`src/hdl/dgc_defs.svh`:
```
// Offsets, field positions, reset values and spread-spectrum settings of the general configuration bank.
// Assumes inclusion by bare name from the package only.
`ifndef DGC_DEFS_SVH
`define DGC_DEFS_SVH
// ----------------------------------------------------------------
// Register offsets
// ----------------------------------------------------------------
`define DGC_OFS_CONFIG_ZERO    8'h02
`define DGC_OFS_CONFIG_ONE     8'h03
`define DGC_OFS_SER_ADDR       8'h06
`define DGC_OFS_REMOTE_SERIALIZER_ALIAS      8'h07
// ----------------------------------------------------------------
// Field positions
// ----------------------------------------------------------------
`define DGC_SSC_MSB            3
`define DGC_SSC_LSB            0
`define DGC_BIT_PARITY_EN      7
`define DGC_BIT_CRC_EN         6
`define DGC_BIT_IO_AUTO        5
`define DGC_BIT_IO_LEVEL       4
`define DGC_BIT_PASS_THRU      3
`define DGC_BIT_AUTO_ACK       2
`define DGC_BIT_PAR_ERR_RST    1
`define DGC_BIT_EDGE_SEL       0
// ----------------------------------------------------------------
// Reset values
// ----------------------------------------------------------------
`define DGC_RST_CONFIG_ZERO    8'h00
`define DGC_RST_CONFIG_ONE     8'he9
`define DGC_RST_SER_ADDR       8'h00
`define DGC_RST_REMOTE_SERIALIZER_ALIAS      8'h00
`define DGC_SSC_OFF            4'h0
// ----------------------------------------------------------------
// Spread-spectrum divisors and deviations, deviation in hundredths of percent
// ----------------------------------------------------------------
`define DGC_DIV_A              12'h878
`define DGC_DIV_B              12'h514
`define DGC_DIV_C              12'h364
`define DGC_DIV_D              12'h28a
`define DGC_DEV_050            8'h32
`define DGC_DEV_100            8'h64
`define DGC_DEV_150            8'h96
`define DGC_DEV_200            8'hc8
`endif

```
`src/hdl/dgc_pkg.sv`:
```
// Types shared by the general configuration bank.
// Assumes the defs header is on the include path.
package dgc_pkg;
  `include "dgc_defs.svh"
  typedef logic [7:0] dgc_byte_t;
  typedef logic [3:0] dgc_ssc_code_t;
  typedef enum logic [1:0] {
    DGC_WR_IDLE,
    DGC_WR_DATA
  } dgc_wr_state_t;
endpackage

```
`src/hdl/dgc_ssc_decode.sv`:
```
// Spread-spectrum select code to modulation divisor and deviation decode.
// Assumes the select code is a registered value.
`timescale 1ns/1ps
module dgc_ssc_decode
  import dgc_pkg::*;
(
  // Code in
  input  wire dgc_pkg::dgc_ssc_code_t i_code,
  // Decoded settings
  output logic                        o_enable,
  output logic [11:0]                 o_divisor,
  output logic [7:0]                  o_deviation
);
  import dgc_pkg::*;
  // ----------------------------------------------------------------
  // Decode
  // ----------------------------------------------------------------
  // Duplicate printed entries are resolved as four deviations per rate, three for the last rate, rising by code.
  always_comb begin
    o_enable = (i_code != `DGC_SSC_OFF);
    o_divisor = 12'h000;
    o_deviation = 8'h00;
    if (i_code == `DGC_SSC_OFF) begin
      o_divisor = 12'h000;
    end else if (i_code <= 4'h4) begin
      o_divisor = `DGC_DIV_A;
    end else if (i_code <= 4'h8) begin
      o_divisor = `DGC_DIV_B;
    end else if (i_code <= 4'hc) begin
      o_divisor = `DGC_DIV_C;
    end else begin
      o_divisor = `DGC_DIV_D;
    end
    if (i_code != `DGC_SSC_OFF) begin
      case ((i_code - 4'h1) & 4'h3)
        4'h0: o_deviation = `DGC_DEV_050;
        4'h1: o_deviation = `DGC_DEV_100;
        4'h2: o_deviation = `DGC_DEV_150;
        default: o_deviation = `DGC_DEV_200;
      endcase
    end
  end
endmodule

```
`src/hdl/dgc_general_config.sv`:
```
// General configuration register bank of the deserializer, with pass-through steering.
// Assumes a local I2C slave front end hands over decoded byte writes and reads.
// How it works
// - Select code zero turns spread-spectrum off and is the reset value.
// - Codes one to twelve pick divisors 2168, 1300, 868 in groups of four deviations.
// - Codes thirteen to fifteen pick divisor 650 with deviations from 0.50 percent up.
// - Bit 7 of the second register enables the parity checker and resets to one.
// - Bit 6 of the second register enables back-channel CRC and resets to one.
// - Bit 5 picks supply auto-detect, else bit 4 gives the level; bit 5 resets to one.
// - Bit 3 enables forwarding of remote alias transactions and resets to one.
// - Bit 2 acknowledges remote serializer writes at once; they are remapped whatever its value.
// - Bit 1 holds the parity error state in reset until software writes it to zero.
// - Bit 0 picks the rising output strobe edge when one, falling when zero.
// - The serializer address register is the remap target; zero blocks remote access.
// - The serializer alias register is matched against the transaction address here; zero blocks that path.
`timescale 1ns/1ps
module dgc_general_config
  import dgc_pkg::*;
#(
  parameter int ERR_WIDTH = 8
) (
  // Clock and reset
  input  wire logic                   i_sys_clk,
  input  wire logic                   i_reset,
  // Register access from the I2C slave
  input  wire logic                   i_reg_wr,
  input  wire logic                   i_reg_rd,
  input  wire dgc_pkg::dgc_byte_t     i_reg_addr,
  input  wire dgc_pkg::dgc_byte_t     i_reg_wdata,
  output dgc_pkg::dgc_byte_t          o_reg_rdata,
  output logic                        o_reg_rvalid,
  // Decoded local transaction
  input  wire logic                   i_txn_start,
  input  wire logic [6:0]             i_txn_addr,
  input  wire logic                   i_txn_write,
  input  wire logic                   i_slave_alias_hit,
  output logic                        o_fwd,
  output logic [6:0]                  o_fwd_addr,
  output logic                        o_early_ack,
  // Parity events
  input  wire logic                   i_parity_err,
  output logic [ERR_WIDTH-1:0]        o_parity_err_count,
  output logic                        o_parity_err_flag,
  // Configuration outputs
  output logic                        o_ssc_enable,
  output logic [11:0]                 o_ssc_divisor,
  output logic [7:0]                  o_ssc_deviation,
  output logic                        o_parity_check_en,
  output logic                        o_crc_gen_en,
  output logic                        o_io_supply_autodetect,
  output logic                        o_io_supply_level,
  output logic                        o_output_edge_select
);
  import dgc_pkg::*;

  initial begin
    if (ERR_WIDTH < 1 || ERR_WIDTH > 16) begin
      $error("ERR_WIDTH must be 1 to 16");
    end
  end

  // ----------------------------------------------------------------
  // Register state
  // ----------------------------------------------------------------
  dgc_byte_t             config_zero_reg, config_zero_next;
  dgc_byte_t             config_one_reg, config_one_next;
  dgc_byte_t             ser_addr_reg, ser_addr_next;
  dgc_byte_t             remote_serializer_alias_reg, remote_serializer_alias_next;
  dgc_byte_t             rdata_reg, rdata_next;
  logic                  rvalid_reg, rvalid_next;
  logic                  fwd_reg, fwd_next;
  logic [6:0]            fwd_addr_reg, fwd_addr_next;
  logic                  early_ack_reg, early_ack_next;
  logic [ERR_WIDTH-1:0]  err_count_reg, err_count_next;
  logic                  err_flag_reg, err_flag_next;
  logic                  ssc_en_reg;
  logic [11:0]           ssc_div_reg;
  logic [7:0]            ssc_dev_reg;
  logic                  ssc_en_w;
  logic [11:0]           ssc_div_w;
  logic [7:0]            ssc_dev_w;
  logic                  par_en;
  logic                  ser_hit;

  // ----------------------------------------------------------------
  // Register writes and reads
  // ----------------------------------------------------------------
  // A read of an unmapped offset returns zero; other map registers live elsewhere.
  always_comb begin
    config_zero_next = config_zero_reg;
    config_one_next = config_one_reg;
    ser_addr_next = ser_addr_reg;
    remote_serializer_alias_next = remote_serializer_alias_reg;
    rdata_next = rdata_reg;
    rvalid_next = 1'b0;
    if (i_reg_wr) begin
      if (i_reg_addr == `DGC_OFS_CONFIG_ZERO) begin
        // Upper bits of this register belong to other clock options and are written with the rest of the byte.
        config_zero_next = i_reg_wdata;
      end else if (i_reg_addr == `DGC_OFS_CONFIG_ONE) begin
        config_one_next = i_reg_wdata;
      end else if (i_reg_addr == `DGC_OFS_SER_ADDR) begin
        ser_addr_next = i_reg_wdata;
      end else if (i_reg_addr == `DGC_OFS_REMOTE_SERIALIZER_ALIAS) begin
        remote_serializer_alias_next = {i_reg_wdata[7:1], 1'b0};
      end
    end
    if (i_reg_rd) begin
      rvalid_next = 1'b1;
      if (i_reg_addr == `DGC_OFS_CONFIG_ZERO) begin
        rdata_next = config_zero_reg;
      end else if (i_reg_addr == `DGC_OFS_CONFIG_ONE) begin
        rdata_next = config_one_reg;
      end else if (i_reg_addr == `DGC_OFS_SER_ADDR) begin
        rdata_next = ser_addr_reg;
      end else if (i_reg_addr == `DGC_OFS_REMOTE_SERIALIZER_ALIAS) begin
        rdata_next = remote_serializer_alias_reg;
      end else begin
        rdata_next = 8'h00;
      end
    end
  end

  always_ff @(posedge i_sys_clk) begin
    if (i_reset) begin
      config_zero_reg <= `DGC_RST_CONFIG_ZERO;
      config_one_reg  <= `DGC_RST_CONFIG_ONE;
      ser_addr_reg    <= `DGC_RST_SER_ADDR;
      remote_serializer_alias_reg   <= `DGC_RST_REMOTE_SERIALIZER_ALIAS;
      rdata_reg       <= 8'h00;
      rvalid_reg      <= 1'b0;
    end else begin
      config_zero_reg <= config_zero_next;
      config_one_reg  <= config_one_next;
      ser_addr_reg    <= ser_addr_next;
      remote_serializer_alias_reg   <= remote_serializer_alias_next;
      rdata_reg       <= rdata_next;
      rvalid_reg      <= rvalid_next;
    end
  end

  // ----------------------------------------------------------------
  // Spread-spectrum decode
  // ----------------------------------------------------------------
  // The off-first write order is left to software; the decode follows any code at once.
  dgc_ssc_decode u_ssc (
    .i_code      (config_zero_reg[`DGC_SSC_MSB:`DGC_SSC_LSB]),
    .o_enable    (ssc_en_w),
    .o_divisor   (ssc_div_w),
    .o_deviation (ssc_dev_w)
  );

  // ----------------------------------------------------------------
  // Pass-through steering
  // ----------------------------------------------------------------
  assign ser_hit = (remote_serializer_alias_reg[7:1] != 7'h00) && (i_txn_addr == remote_serializer_alias_reg[7:1]);

  always_comb begin
    fwd_next = 1'b0;
    fwd_addr_next = fwd_addr_reg;
    early_ack_next = 1'b0;
    if (i_txn_start && config_one_reg[`DGC_BIT_PASS_THRU]) begin
      if (ser_hit && ser_addr_reg[7:1] != 7'h00) begin
        fwd_next = 1'b1;
        fwd_addr_next = ser_addr_reg[7:1];
        early_ack_next = i_txn_write && config_one_reg[`DGC_BIT_AUTO_ACK];
      end else if (i_slave_alias_hit) begin
        fwd_next = 1'b1;
        fwd_addr_next = i_txn_addr;
      end
    end
  end

  // ----------------------------------------------------------------
  // Parity error accumulation
  // ----------------------------------------------------------------
  assign par_en = config_one_reg[`DGC_BIT_PARITY_EN];

  always_comb begin
    err_count_next = err_count_reg;
    err_flag_next = err_flag_reg;
    if (config_one_reg[`DGC_BIT_PAR_ERR_RST]) begin
      err_count_next = '0;
      err_flag_next = 1'b0;
    end else if (!par_en) begin
      err_flag_next = 1'b0;
    end else if (i_parity_err) begin
      err_flag_next = 1'b1;
      // Saturates so a stuck link cannot wrap the count back to a clean value.
      if (err_count_reg != {ERR_WIDTH{1'b1}}) begin
        err_count_next = err_count_reg + 1'b1;
      end
    end
  end

  always_ff @(posedge i_sys_clk) begin
    if (i_reset) begin
      fwd_reg       <= 1'b0;
      fwd_addr_reg  <= 7'h00;
      early_ack_reg <= 1'b0;
      err_count_reg <= '0;
      err_flag_reg  <= 1'b0;
      ssc_en_reg    <= 1'b0;
      ssc_div_reg   <= 12'h000;
      ssc_dev_reg   <= 8'h00;
    end else begin
      fwd_reg       <= fwd_next;
      fwd_addr_reg  <= fwd_addr_next;
      early_ack_reg <= early_ack_next;
      err_count_reg <= err_count_next;
      err_flag_reg  <= err_flag_next;
      ssc_en_reg    <= ssc_en_w;
      ssc_div_reg   <= ssc_div_w;
      ssc_dev_reg   <= ssc_dev_w;
    end
  end

  // ----------------------------------------------------------------
  // Outputs
  // ----------------------------------------------------------------
  assign o_reg_rdata            = rdata_reg;
  assign o_reg_rvalid           = rvalid_reg;
  assign o_fwd                  = fwd_reg;
  assign o_fwd_addr             = fwd_addr_reg;
  assign o_early_ack            = early_ack_reg;
  assign o_parity_err_count     = par_en ? err_count_reg : '0;
  assign o_parity_err_flag      = err_flag_reg;
  assign o_ssc_enable           = ssc_en_reg;
  assign o_ssc_divisor          = ssc_div_reg;
  assign o_ssc_deviation        = ssc_dev_reg;
  assign o_parity_check_en      = config_one_reg[`DGC_BIT_PARITY_EN];
  assign o_crc_gen_en           = config_one_reg[`DGC_BIT_CRC_EN];
  assign o_io_supply_autodetect = config_one_reg[`DGC_BIT_IO_AUTO];
  assign o_io_supply_level      = config_one_reg[`DGC_BIT_IO_LEVEL];
  assign o_output_edge_select   = config_one_reg[`DGC_BIT_EDGE_SEL];
endmodule

```
`config.mk`:
```
export PLATFORM = sky130hd
export DESIGN_NAME = dgc_general_config
export DESIGN_NICKNAME = d
export VERILOG_FILES = /design/src/hdl/dgc_pkg.sv /design/src/hdl/dgc_ssc_decode.sv /design/src/hdl/dgc_general_config.sv
export VERILOG_INCLUDE_DIRS = /design/src /design/src/hdl
export SDC_FILE = /design/constraint.sdc
export NUM_CORES = 1
export LEC_CHECK = 0
export ABC_AREA = 1
export BUFFER_PORTS_ARGS = -buffer_cell sky130_fd_sc_hd__buf_2
export CAP_MARGIN = 0
export CORE_MARGIN = 4
export CORE_UTILIZATION = 57
export DETAILED_ROUTE_END_ITERATION = 6
export GPL_TIMING_DRIVEN = 0
export PLACE_DENSITY = 0.86
export SLEW_MARGIN = 40
export SYNTH_ARGS = -nofsm -noshare
export SYNTH_HDL_FRONTEND = slang
export SYNTH_SLANG_ARGS = --single-unit
```
`constraint.sdc`:
```
create_clock -name i_sys_clk -period 3.5 [get_ports i_sys_clk]
set_input_delay 0.35 -clock i_sys_clk [delete_from_list [all_inputs] [get_ports i_sys_clk]]
set_output_delay 0.35 -clock i_sys_clk [all_outputs]
set_load 0.01 [all_outputs]
```
==> run_results.csv, run 1 <==
group,metric,value,unit
power,p_total,0.00165,W
cts,cts.sinks,73,
final_layout,mostFrequentLayoutCells,"nand2_1, buf_2, dfxtp_1",
worst_setup_path,slowest_stage,"dfxtp_1",
worst_setup_path,setup.worst_path.class,"register to output pin",
grt,antenna_found_initial,0,
cts,cts_tree,"yes",
route,routedWlPerCell,13.4,um
place,place.port_buffers,81,
final_layout,layout.nets,616,
cts,insertion_delay,0.35,ns
cts,cts-buffers-inserted,9,
grt,grt_max_degree,15,
worst_setup_path,crit_arrival,1.41,ns
worst_setup_path,path_cells,"clkbuf_1 -> nand2_1 -> inv_1 -> buf_2",
sta,min_period,1.76,ns
grt,grt_remaining_overflow,0,
final_layout,seq_area,0.00146,mm2
sta,worstMarginPinSlew,0.515,ns
final_layout,multiInputGateArea,0.00157,mm2
final_layout,n_fill_cell,488,
grt,grt_pass1_wl,14.6,mm
final_layout,drive_gt1_share,22.1,%
cts,hold_buffers,0,
sta,max_slew_margin,65.6,%
synthesis,synthCells,487,
place,gp_congestion,0.929,
run,drv_cap,0,
cts,htreeDepth,3,
floorplanning,die_w,85.3,um
floorplanning,start_util,60.3,%
route,finalWirelength,8.78,mm
sta,rsz0062_at_grt,"no",
cts,cts_buffer_depth,2,
synthesis,synth.distinct_cells,32,
final_layout,diodes,0,
route,dr.pass1.iters,5,
place,hpwl,6.77,mm
worst_setup_path,cp.buffers_inverters,3,
worst_setup_path,critPathTopFamily,"buffers and inverters",
outcome,status,"complete, no violations",
grt,grt_pass1_vias,3262,
synthesis,ys_ff_latch,73,
synthesis,seq_area_frac_synth,43.0,%
route,drtIter0Drc,257,
route,remaining_drc_errors,0,
sta,setup_viol,0,
sta,fin_tns_setup,0,ns
floorplanning,ioPinCount,84,
sta,finClkSkew,0.00886,ns
cts,postCtsSetupBuffers,0,
power,p_leak,2.08,nW
sta,fin_crit_sh,50.2,%
final_layout,area_delta_synth_final,20.6,%
floorplanning,die_h,85.3,um
floorplanning,rows,27,
power,p_per_area,401,mW/mm2
cts,clkTransAtPathRegs,0.08,ns
worst_setup_path,cp-start-kind,"register",
route,vias_per_cell,5.27,
route,vias,3460,
final_layout,fin_area,0.00410,mm2
synthesis,yosys_warnings,0,
sta,drv_slew,0,
power,peakVddDrop,275,uV
cts,clockRootBuffer,"clkbuf_8",
final_layout,final_common_cell,"nand2_1",
worst_hold_path,hold_class,"input pin to register",
worst_setup_path,required,3.15,ns
place,postPlaceCellArea,0.00390,mm2
route,detail-route-antenna-nets,0,
cts,cts.repair.resized,0,
synthesis,syn_area,0.00340,mm2
worst_setup_path,ff2ff_setup_slack,1.84,ns
sta,hold_viol,0,
worst_setup_path,cp_max_fo,10,
sta,fmax,0.570,GHz
floorplanning,core,0.00564,mm2
floorplanning,die_area,0.00727,mm2
synthesis,avgSynthCellArea,6.99,um2
worst_setup_path,cpPeakStageDelay,0.39,ns
grt,grt.total_usage,24.9,%
worst_setup_path,crit_path_end_kind,"output pin",
[final timing paths]
path,start,end,depth (start not counted)
worst max-delay path,config_one_reg[7]$_SDFFE_PP1P_,o_parity_err_count[2],4
worst min-delay path,i_reset,o_ssc_enable$_SDFF_PP0_,2
worst max register to register,remote_serializer_alias_reg[4]$_SDFFE_PP0P_,o_fwd_addr[4]$_SDFFE_PP0P_,10
worst min register to register,ser_addr_reg[0]$_SDFFE_PP0P_,ser_addr_reg[0]$_SDFFE_PP0P_,2
[power by group]
part / internal (W) / total, W / switching, W
clock network: 0.000335 / 0.000666 / 0.000331
logic: 0.0000468 / 0.000130 / 0.0000837
registers: 0.000842 / 0.000849 / 0.00000708
total: 0.00122 / 0.00165 / 0.000422
[synth_stat cells]
cell / number / area (um2)
conb_1: 1 / 3.75
xor2_1: 1 / 8.76
clkinv_1: 3 / 11.3
buf_6: 1 / 11.3
nor2_1: 54 / 203
nand2_4: 3 / 33.8
nand4_1: 12 / 75.1
nand2_1: 115 / 432
a211oi_1: 1 / 7.51
inv_1: 63 / 236
a21oi_1: 37 / 185
dfxtp_1: 73 / 1460
a21oi_4: 1 / 16.3
a31oi_1: 1 / 6.26
o21ai_0: 29 / 145
inv_2: 3 / 11.3
nor2_8: 1 / 20.0
o211ai_1: 1 / 7.51
clkbuf_1: 6 / 22.5
nand3b_1: 1 / 7.51
nor3_1: 14 / 70.1
buf_2: 3 / 15.0
nand3_1: 35 / 175
or2_2: 1 / 6.26
nor2_2: 2 / 12.5
ha_1: 5 / 62.6
and3_1: 1 / 6.26
nand2_2: 6 / 37.5
nor3_2: 1 / 10.0
buf_4: 9 / 67.6
nor3_4: 1 / 16.3
xnor2_1: 2 / 17.5
[per-layer routing]
layer,track usage [%],wire [um],vias up
li1,-,-,1725
met1,30.8,3570,1545
met2,41.8,4150,160
met3,4.08,775,30
met4,12.2,282,0
met5,0,0,-
[cell type report]
type                    count  share of cell area, %
clock buffers               9                   3.02
plain buffers              19                   2.84
multi-input cells         327                   38.2
repair buffers             81                   9.88
well taps                  72                   2.20
inverters                  69                   6.31
flip-flops and latches     73                   35.6
clock inverters             7                   1.89
[metrics by stage]
step	cells	hold WS (ns)	util, %	setup WS [ns]
3_5_place_dp	641	0.449	69.2	1.66
6_report	657	0.217	72.7	1.74
4_1_cts	657	0.206	72.7	1.72
5_1_grt	657	0.219	72.7	1.61
2_1_floorplan	488	0.424	-	2.06
3_3_place_gp	641	0.441	69.2	1.70
[logic make-up (layout without fill, tap and decap cells)]
family / Yosys count / after routing / share of synthesized area (%)
fa+ha+maj: 5 / 5 / 1.84
flops: 73 / 73 / 43.0
other cells: 1 / 2 / 0.110
buf+inv: 88 / 185 / 11.0
simple gates: 247 / 247 / 32.5
xor+xnor: 3 / 3 / 0.772
compound gates: 70 / 70 / 10.8
Note: power is estimated with default switching activity, not from simulation.
==> run 2, diff against run 1 <==
--- a/config.mk
+++ b/config.mk
@@ -6,14 +6,14 @@
 export SDC_FILE = /design/constraint.sdc
 export NUM_CORES = 1
 export LEC_CHECK = 0
-export ABC_AREA = 1
+export ABC_AREA = 0
 export BUFFER_PORTS_ARGS = -buffer_cell sky130_fd_sc_hd__buf_2
 export CAP_MARGIN = 0
 export CORE_MARGIN = 4
-export CORE_UTILIZATION = 57
+export CORE_UTILIZATION = 53
 export DETAILED_ROUTE_END_ITERATION = 6
 export GPL_TIMING_DRIVEN = 0
-export PLACE_DENSITY = 0.86
+export PLACE_DENSITY = 0.81
 export SLEW_MARGIN = 40
 export SYNTH_ARGS = -nofsm -noshare
 export SYNTH_HDL_FRONTEND = slang
==> constraint.sdc (replaced) <==
create_clock -name i_sys_clk -period 1.7 [get_ports i_sys_clk]
set_input_delay 0.17 -clock i_sys_clk [delete_from_list [all_inputs] [get_ports i_sys_clk]]
set_output_delay 0.17 -clock i_sys_clk [all_outputs]
set_load 0.01 [all_outputs]
==> run 2 against run 1 <==
- the flow now finishes with violations (setup timing)
- critical path depth grew 2
- register-to-register slack got worse by 1.9 ns
- synthesized cell count fell by 28%
- largest power group unchanged
- highest routed layer unchanged
==> run_results.csv, run 2 <==
group,metric,value,unit
worst_setup_path,path_cells,"or4_4 -> nor4_4 -> a211o_2 -> or2_4 -> buf_6 -> o211ai_1",
route,detail-route-antenna-nets,0,
worst_setup_path,crit_path_end_kind,"register",
run,drv_cap,0,
sta,fmax,0.571,GHz
power,peakVddDrop,578,uV
floorplanning,core,0.00599,mm2
cts,cts_buffer_depth,2,
synthesis,seq_area_frac_synth,44.4,%
route,drtIter0Drc,145,
outcome,status,"complete, but fails checks",
synthesis,avgSynthCellArea,9.36,um2
sta,worstMarginPinSlew,0.645,ns
worst_setup_path,crit_arrival,1.96,ns
synthesis,syn_area,0.00329,mm2
power,p_leak,1.89,nW
route,vias,2909,
synthesis,yosys_warnings,0,
grt,grt_pass1_vias,2796,
cts,cts_tree,"yes",
sta,setup_slack,-0.0526,ns
worst_setup_path,cp_max_fo,5,
sta,max_slew_margin,56.8,%
place,hpwl,5.90,mm
synthesis,yosysTopAreaCell,"dfxtp_1",
final_layout,mostFrequentLayoutCells,"buf_2, dfxtp_1, nor2_1",
synthesis,ys_top_cells_by_area,"dfxtp_1, mux2i_1, nor2_1, xnor2_1, o211ai_1",
cts,clockRootBuffer,"clkbuf_8",
cts,insertion_delay,0.34,ns
synthesis,synth-main-ff-cell,"dfxtp_1",
floorplanning,ioPinCount,84,
sta,whs,0.0787,ns
sta,finClkSkew,0.00781,ns
route,dr.pass1.iters,4,
floorplanning,start_util,55.0,%
grt,grt.total_usage,22.1,%
sta,drv_slew,0,
sta,setup_viol,3,
sta,hold_viol,0,
worst_setup_path,required,1.90,ns
power,p_per_area,783,mW/mm2
route,routedWlPerCell,15.6,um
worst_hold_path,hold_class,"input pin to register",
floorplanning,die_h,86.8,um
route,finalWirelength,8.18,mm
grt,grt_max_degree,14,
final_layout,area_delta_synth_final,22.5,%
synthesis,synth_top_cell_area_share,44.4,%
sta,fin_crit_sh,103,%
grt,antenna_found_initial,0,
worst_setup_path,setup.worst_path.class,"register to register",
sta,rsz0062_at_grt,"yes",
sta,fin_tns_setup,-0.0634,ns
cts,cts.sinks,73,
synthesis,synthTopCellsByCount,"dfxtp_1, nor2_1, mux2i_1, clkbuf_1, xnor2_1",
grt,grt_remaining_overflow,0,
worst_setup_path,slowest_stage,"or4_4",
synthesis,yosysMostFrequentCell,"dfxtp_1",
final_layout,layout.nets,481,
place,place.port_buffers,79,
grt,grt_pass1_wl,13.1,mm
synthesis,synth_edf_count,0,
final_layout,diodes,0,
cts,htreeDepth,3,
synthesis,synthCells,352,
sta,min_period,1.75,ns
floorplanning,rows,28,
worst_setup_path,cpPeakStageDelay,0.54,ns
final_layout,final_common_cell,"buf_2",
worst_setup_path,cp-start-kind,"register",
final_layout,n_fill_cell,467,
route,vias_per_cell,5.54,
outcome,violations,"setup timing",
synthesis,synth.distinct_cells,46,
cts,cts-buffers-inserted,9,
place,gp_congestion,0.874,
synthesis,async_reset_ff_share,0,%
cts,clkTransAtPathRegs,0.08,ns
floorplanning,die_w,86.8,um
final_layout,drive_gt1_share,29.8,%
route,remaining_drc_errors,0,
synthesis,ys_ff_latch,73,
floorplanning,die_area,0.00754,mm2
## run 2: repair_timing
item / CTS / global route
setup buffers: 1 / 0
setup endpoints to repair: 8 / 16
gates cloned: 1 / 0
resized for setup: 11 / 12
hold buffers: 0 / 0
pin swaps: 1 / 3
## run 2: logic make-up (layout without fill, tap and decap cells)
group | count (synthesis) | in the layout | share of synthesized area, %
simple gates | 124 | 124 | 18.9
flops | 73 | 73 | 44.4
compound gates | 64 | 64 | 14.9
buf+inv | 36 | 133 | 5.47
mux | 35 | 35 | 10.6
xor+xnor | 14 | 14 | 3.72
fa+ha+maj | 5 | 5 | 1.90
other cells | 1 | 2 | 0.114
## run 2: power by group
group | total (W) | internal, W | leakage (nW) | switching [W]
clock | 0.00118 | 0.000531 | 0.0785 | 0.000649
combinational | 0.000239 | 0.0000936 | 1.21 | 0.000146
sequential | 0.00174 | 0.00173 | 0.593 | 0.0000124
## run 2: worst paths after layout
| check | slack, ns | startpoint | depth (start not counted) | endpoint |
|---|---|---|---|---|
| worst max-delay path | -0.05 | remote_serializer_alias_reg[1]$_SDFFE_PP0P_ | 6 | o_fwd_addr[6]$_SDFFE_PP0P_ |
| worst min-delay path | 0.08 | i_txn_write | 3 | o_early_ack$_SDFF_PP0_ |
| worst max register to register | -0.05 | remote_serializer_alias_reg[1]$_SDFFE_PP0P_ | 6 | o_fwd_addr[6]$_SDFFE_PP0P_ |
| worst min register to register | 0.47 | o_reg_rdata[6]$_SDFFE_PP0P_ | 2 | o_reg_rdata[6]$_SDFFE_PP0P_ |
## run 2: per-stage QoR
stage | total power [W] | instance area, um2 | utilization, % | instances | worst slack [ns]
2_1_floorplan | 0.00191 | 3300 | - | 353 | 0.102
3_3_place_gp | 0.00200 | 3790 | 63.2 | 507 | -0.0101
3_5_place_dp | 0.00201 | 3790 | 63.2 | 507 | -0.139
4_1_cts | 0.00317 | 3990 | 66.7 | 525 | -0.0302
5_1_grt | 0.00329 | 4040 | 67.4 | 525 | -0.112
6_report | 0.00316 | 4040 | 67.4 | 525 | -0.0526
## run 2: final cells by class
cell class | count | area, um2 | area share, %
Buffer | 26 | 145 | 3.60
Multi-Input combinational cell | 244 | 1700 | 42.2
Clock inverter | 6 | 45.0 | 1.12
Inverter | 10 | 37.5 | 0.930
Sequential cell | 73 | 1470 | 36.4
Tap cell | 75 | 93.8 | 2.33
Timing Repair Buffer | 81 | 414 | 10.3
Clock buffer | 10 | 128 | 3.16
## run 2: worst max-delay path: cells and delay by family, from the launching register on
family          cells  cell delay (ns)
compound gates      2             0.31
buf+inv             1             0.12
flops               1             0.36
simple gates        3             0.83
## run 2: metal layers
metal  part of all wire [%]  GRT usage [%]  vias up
met5                      0              0        -
met4                    1.9           8.92        0
li1                       -              -     1427
met1                     44           28.8     1358
met2                     47           36.4      109
met3                    6.8           3.61       15
==> run 3, diff against run 2 <==
--- a/config.mk
+++ b/config.mk
@@ -10,10 +10,10 @@
 export BUFFER_PORTS_ARGS = -buffer_cell sky130_fd_sc_hd__buf_2
 export CAP_MARGIN = 0
 export CORE_MARGIN = 4
-export CORE_UTILIZATION = 53
+export CORE_UTILIZATION = 25
 export DETAILED_ROUTE_END_ITERATION = 6
 export GPL_TIMING_DRIVEN = 0
-export PLACE_DENSITY = 0.81
+export PLACE_DENSITY = 0.45
 export SLEW_MARGIN = 40
 export SYNTH_ARGS = -nofsm -noshare
 export SYNTH_HDL_FRONTEND = slang
==> run 3 against run 2 <==
- the flow now finishes without violations
- fmax rose by 4.0%
- clock power rose by 72%
- combinational power barely moved
- via count fell by 3.4%
- first-iteration DRC count fell by 1.4%
- largest cell class unchanged
- highest routed layer unchanged
==> run_results.csv, run 3 (same netlist as run 2, synthesis figures left out) <==
group,metric,value,unit
cts,cts-buffers-inserted,9,
place,dp_slack,-0.0901,ns
sta,whs,0.0864,ns
final_layout,drive_gt1_share,30.2,%
cts,cts_tree,"yes",
cts,insertion_delay,0.34,ns
floorplanning,die_h,123,um
final_layout,seq_area,0.00147,mm2
final_layout,mostFrequentLayoutCells,"buf_2, dfxtp_1, nor2_1",
worst_setup_path,crit_path_end_kind,"register",
sta,fin_tns_setup,0,ns
sta,fmax,0.593,GHz
worst_setup_path,cp-start-kind,"register",
grt,met2_usage,18.9,%
floorplanning,rows,41,
sta,setup_slack,0.0141,ns
grt,gr-usage-met3,2.86,%
worst_setup_path,cp-startpoint,"remote_serializer_alias_reg[1]$_SDFFE_PP0P_",
floorplanning,core,0.0128,mm2
route,routedWlPerCell,15.0,um
run,drv_cap,0,
route,dr.pass1.iters,4,
worst_hold_path,min_from,"i_txn_write",
worst_hold_path,hold_class,"input pin to register",
grt,grt.total_usage,12.8,%
grt,top_usage_layer,"met2",
grt,grt_pass1_vias,2804,
route,finalWirelength,9.34,mm
final_layout,n_fill_cell,1343,
sta,worstMarginPinSlew,0.718,ns
worst_setup_path,crit_arrival,1.89,ns
power,p_clk_share,50.6,%
route,remaining_drc_errors,0,
grt,grt_pass1_wl,14.8,mm
sta,max_slew_margin,51.9,%
floorplanning,die_area,0.0151,mm2
final_layout,final_common_cell,"buf_2",
final_layout,instances_no_fill,623,
sta,fin_crit_sh,99.2,%
place,place_inst,604,
worst_setup_path,rr_worst_depth,6,
power,p_per_area,933,mW/mm2
floorplanning,ioPinCount,84,
floorplanning,die_w,123,um
final_layout,layout.nets,482,
sta,finClkSkew,0.00695,ns
cts,htreeDepth,3,
floorplanning,start_util,25.8,%
route,vias,2810,
grt,grtUsageMet1,17.5,%
grt,grt_max_degree,14,
worst_hold_path,min_path_cells,3,
cts,hold_buffers,0,
grt,antenna_found_initial,0,
sta,min_period,1.69,ns
final_layout,multiInputGateArea,0.00169,mm2
route,vias_per_cell,4.51,
power,p_int,0.00311,W
power,peakVddDrop,466,uV
grt,grt_remaining_overflow,0,
cts,cts.sinks,73,
place,place.port_buffers,79,
power,p_switching,0.000906,W
power,p_leak,1.96,nW
route,drtIter0Drc,143,
sta,setup_viol,0,
route,detail-route-antenna-nets,0,
worst_setup_path,required,1.90,ns
outcome,status,"complete, no violations",
cts,clockRootBuffer,"clkbuf_16",
final_layout,area_delta_synth_final,30.5,%
power,power_frac_seq,43.4,%
worst_setup_path,reg2reg_from,"remote_serializer_alias_reg[1]$_SDFFE_PP0P_",
place,gp_congestion,0.779,
worst_setup_path,setup.worst_path.class,"register to register",
power,p_comb_share,6.0,%
sta,drv_slew,0,
worst_setup_path,cp_max_fo,4,
final_layout,diodes,0,
sta,hold_viol,0,
place,hpwl,6.87,mm
cts,cts_buffer_depth,2,
power,swShare,22.6,%
cts,clkTransAtPathRegs,0.06,ns
sta,rsz0062_at_grt,"yes",
run 3: changes by cell type in the layout (fill, tap and decap cells not counted), sizes merged:
cell	delta
bufinv	+2
clkbuf	-1
clkinv	+1
clkinvlp	-2
buf	+1
run 3: final timing paths:
check	to	slack (ns)
worst min-delay path	o_early_ack$_SDFF_PP0_	0.09
worst max register to register	o_fwd_addr[2]$_SDFFE_PP0P_	0.01
worst min register to register	o_reg_rdata[6]$_SDFFE_PP0P_	0.47
worst max-delay path	o_fwd_addr[2]$_SDFFE_PP0P_	0.01
run 3: metal layers:
metal / wire [um] / vias up / share of wire [%]
met1: 4420 / 1295 / 47
li1: - / 1427 / -
met4: 225 / 0 / 2.4
met3: 545 / 15 / 5.8
met5: 0 / - / 0
met2: 4150 / 73 / 44
run 3: cell type report:
| cell class | count | area share [%] |
|---|---|---|
| multi-input cells | 244 | 39.4 |
| well taps | 172 | 5.01 |
| inverters | 10 | 0.873 |
| clock inverters | 7 | 2.21 |
| clock buffers | 9 | 5.24 |
| plain buffers | 26 | 3.38 |
| flip-flops and latches | 73 | 34.2 |
| repair buffers | 82 | 9.72 |
run 3: repair_timing:
action	4_1_cts	5_1_grt
resized for setup	13	11
setup endpoints to repair	10	17
pin swaps	1	1
gates cloned	1	0
setup buffers	1	1
run 3: worst max-delay path, cell delays in order, from the launching register on:
cell      delay [ns]
dfxtp_4         0.36
or4_4           0.52
nor4_2          0.14
a211o_2         0.18
or2_4           0.13
buf_4           0.13
o211ai_2        0.09
run 3: power groups by stage:
stage                     Combinational [W]  Sequential [W]  Clock [W]
after floorplan                    0.000123         0.00178          0
after global placement             0.000236         0.00178          0
after detailed placement           0.000237         0.00178          0
after CTS                          0.000240         0.00174    0.00209
after global routing               0.000270         0.00174    0.00217
final                              0.000242         0.00174    0.00203
run 3: metrics by stage:
step / instance area (um2) / power, W / utilization (%)
5_1_grt: 4300 / 0.00418 / 33.7
4_1_cts: 4260 / 0.00408 / 33.3
3_3_place_gp: 3910 / 0.00202 / 30.6
6_report: 4300 / 0.00401 / 33.7
3_5_place_dp: 3910 / 0.00202 / 30.6
2_1_floorplan: 3300 / 0.00191 / -
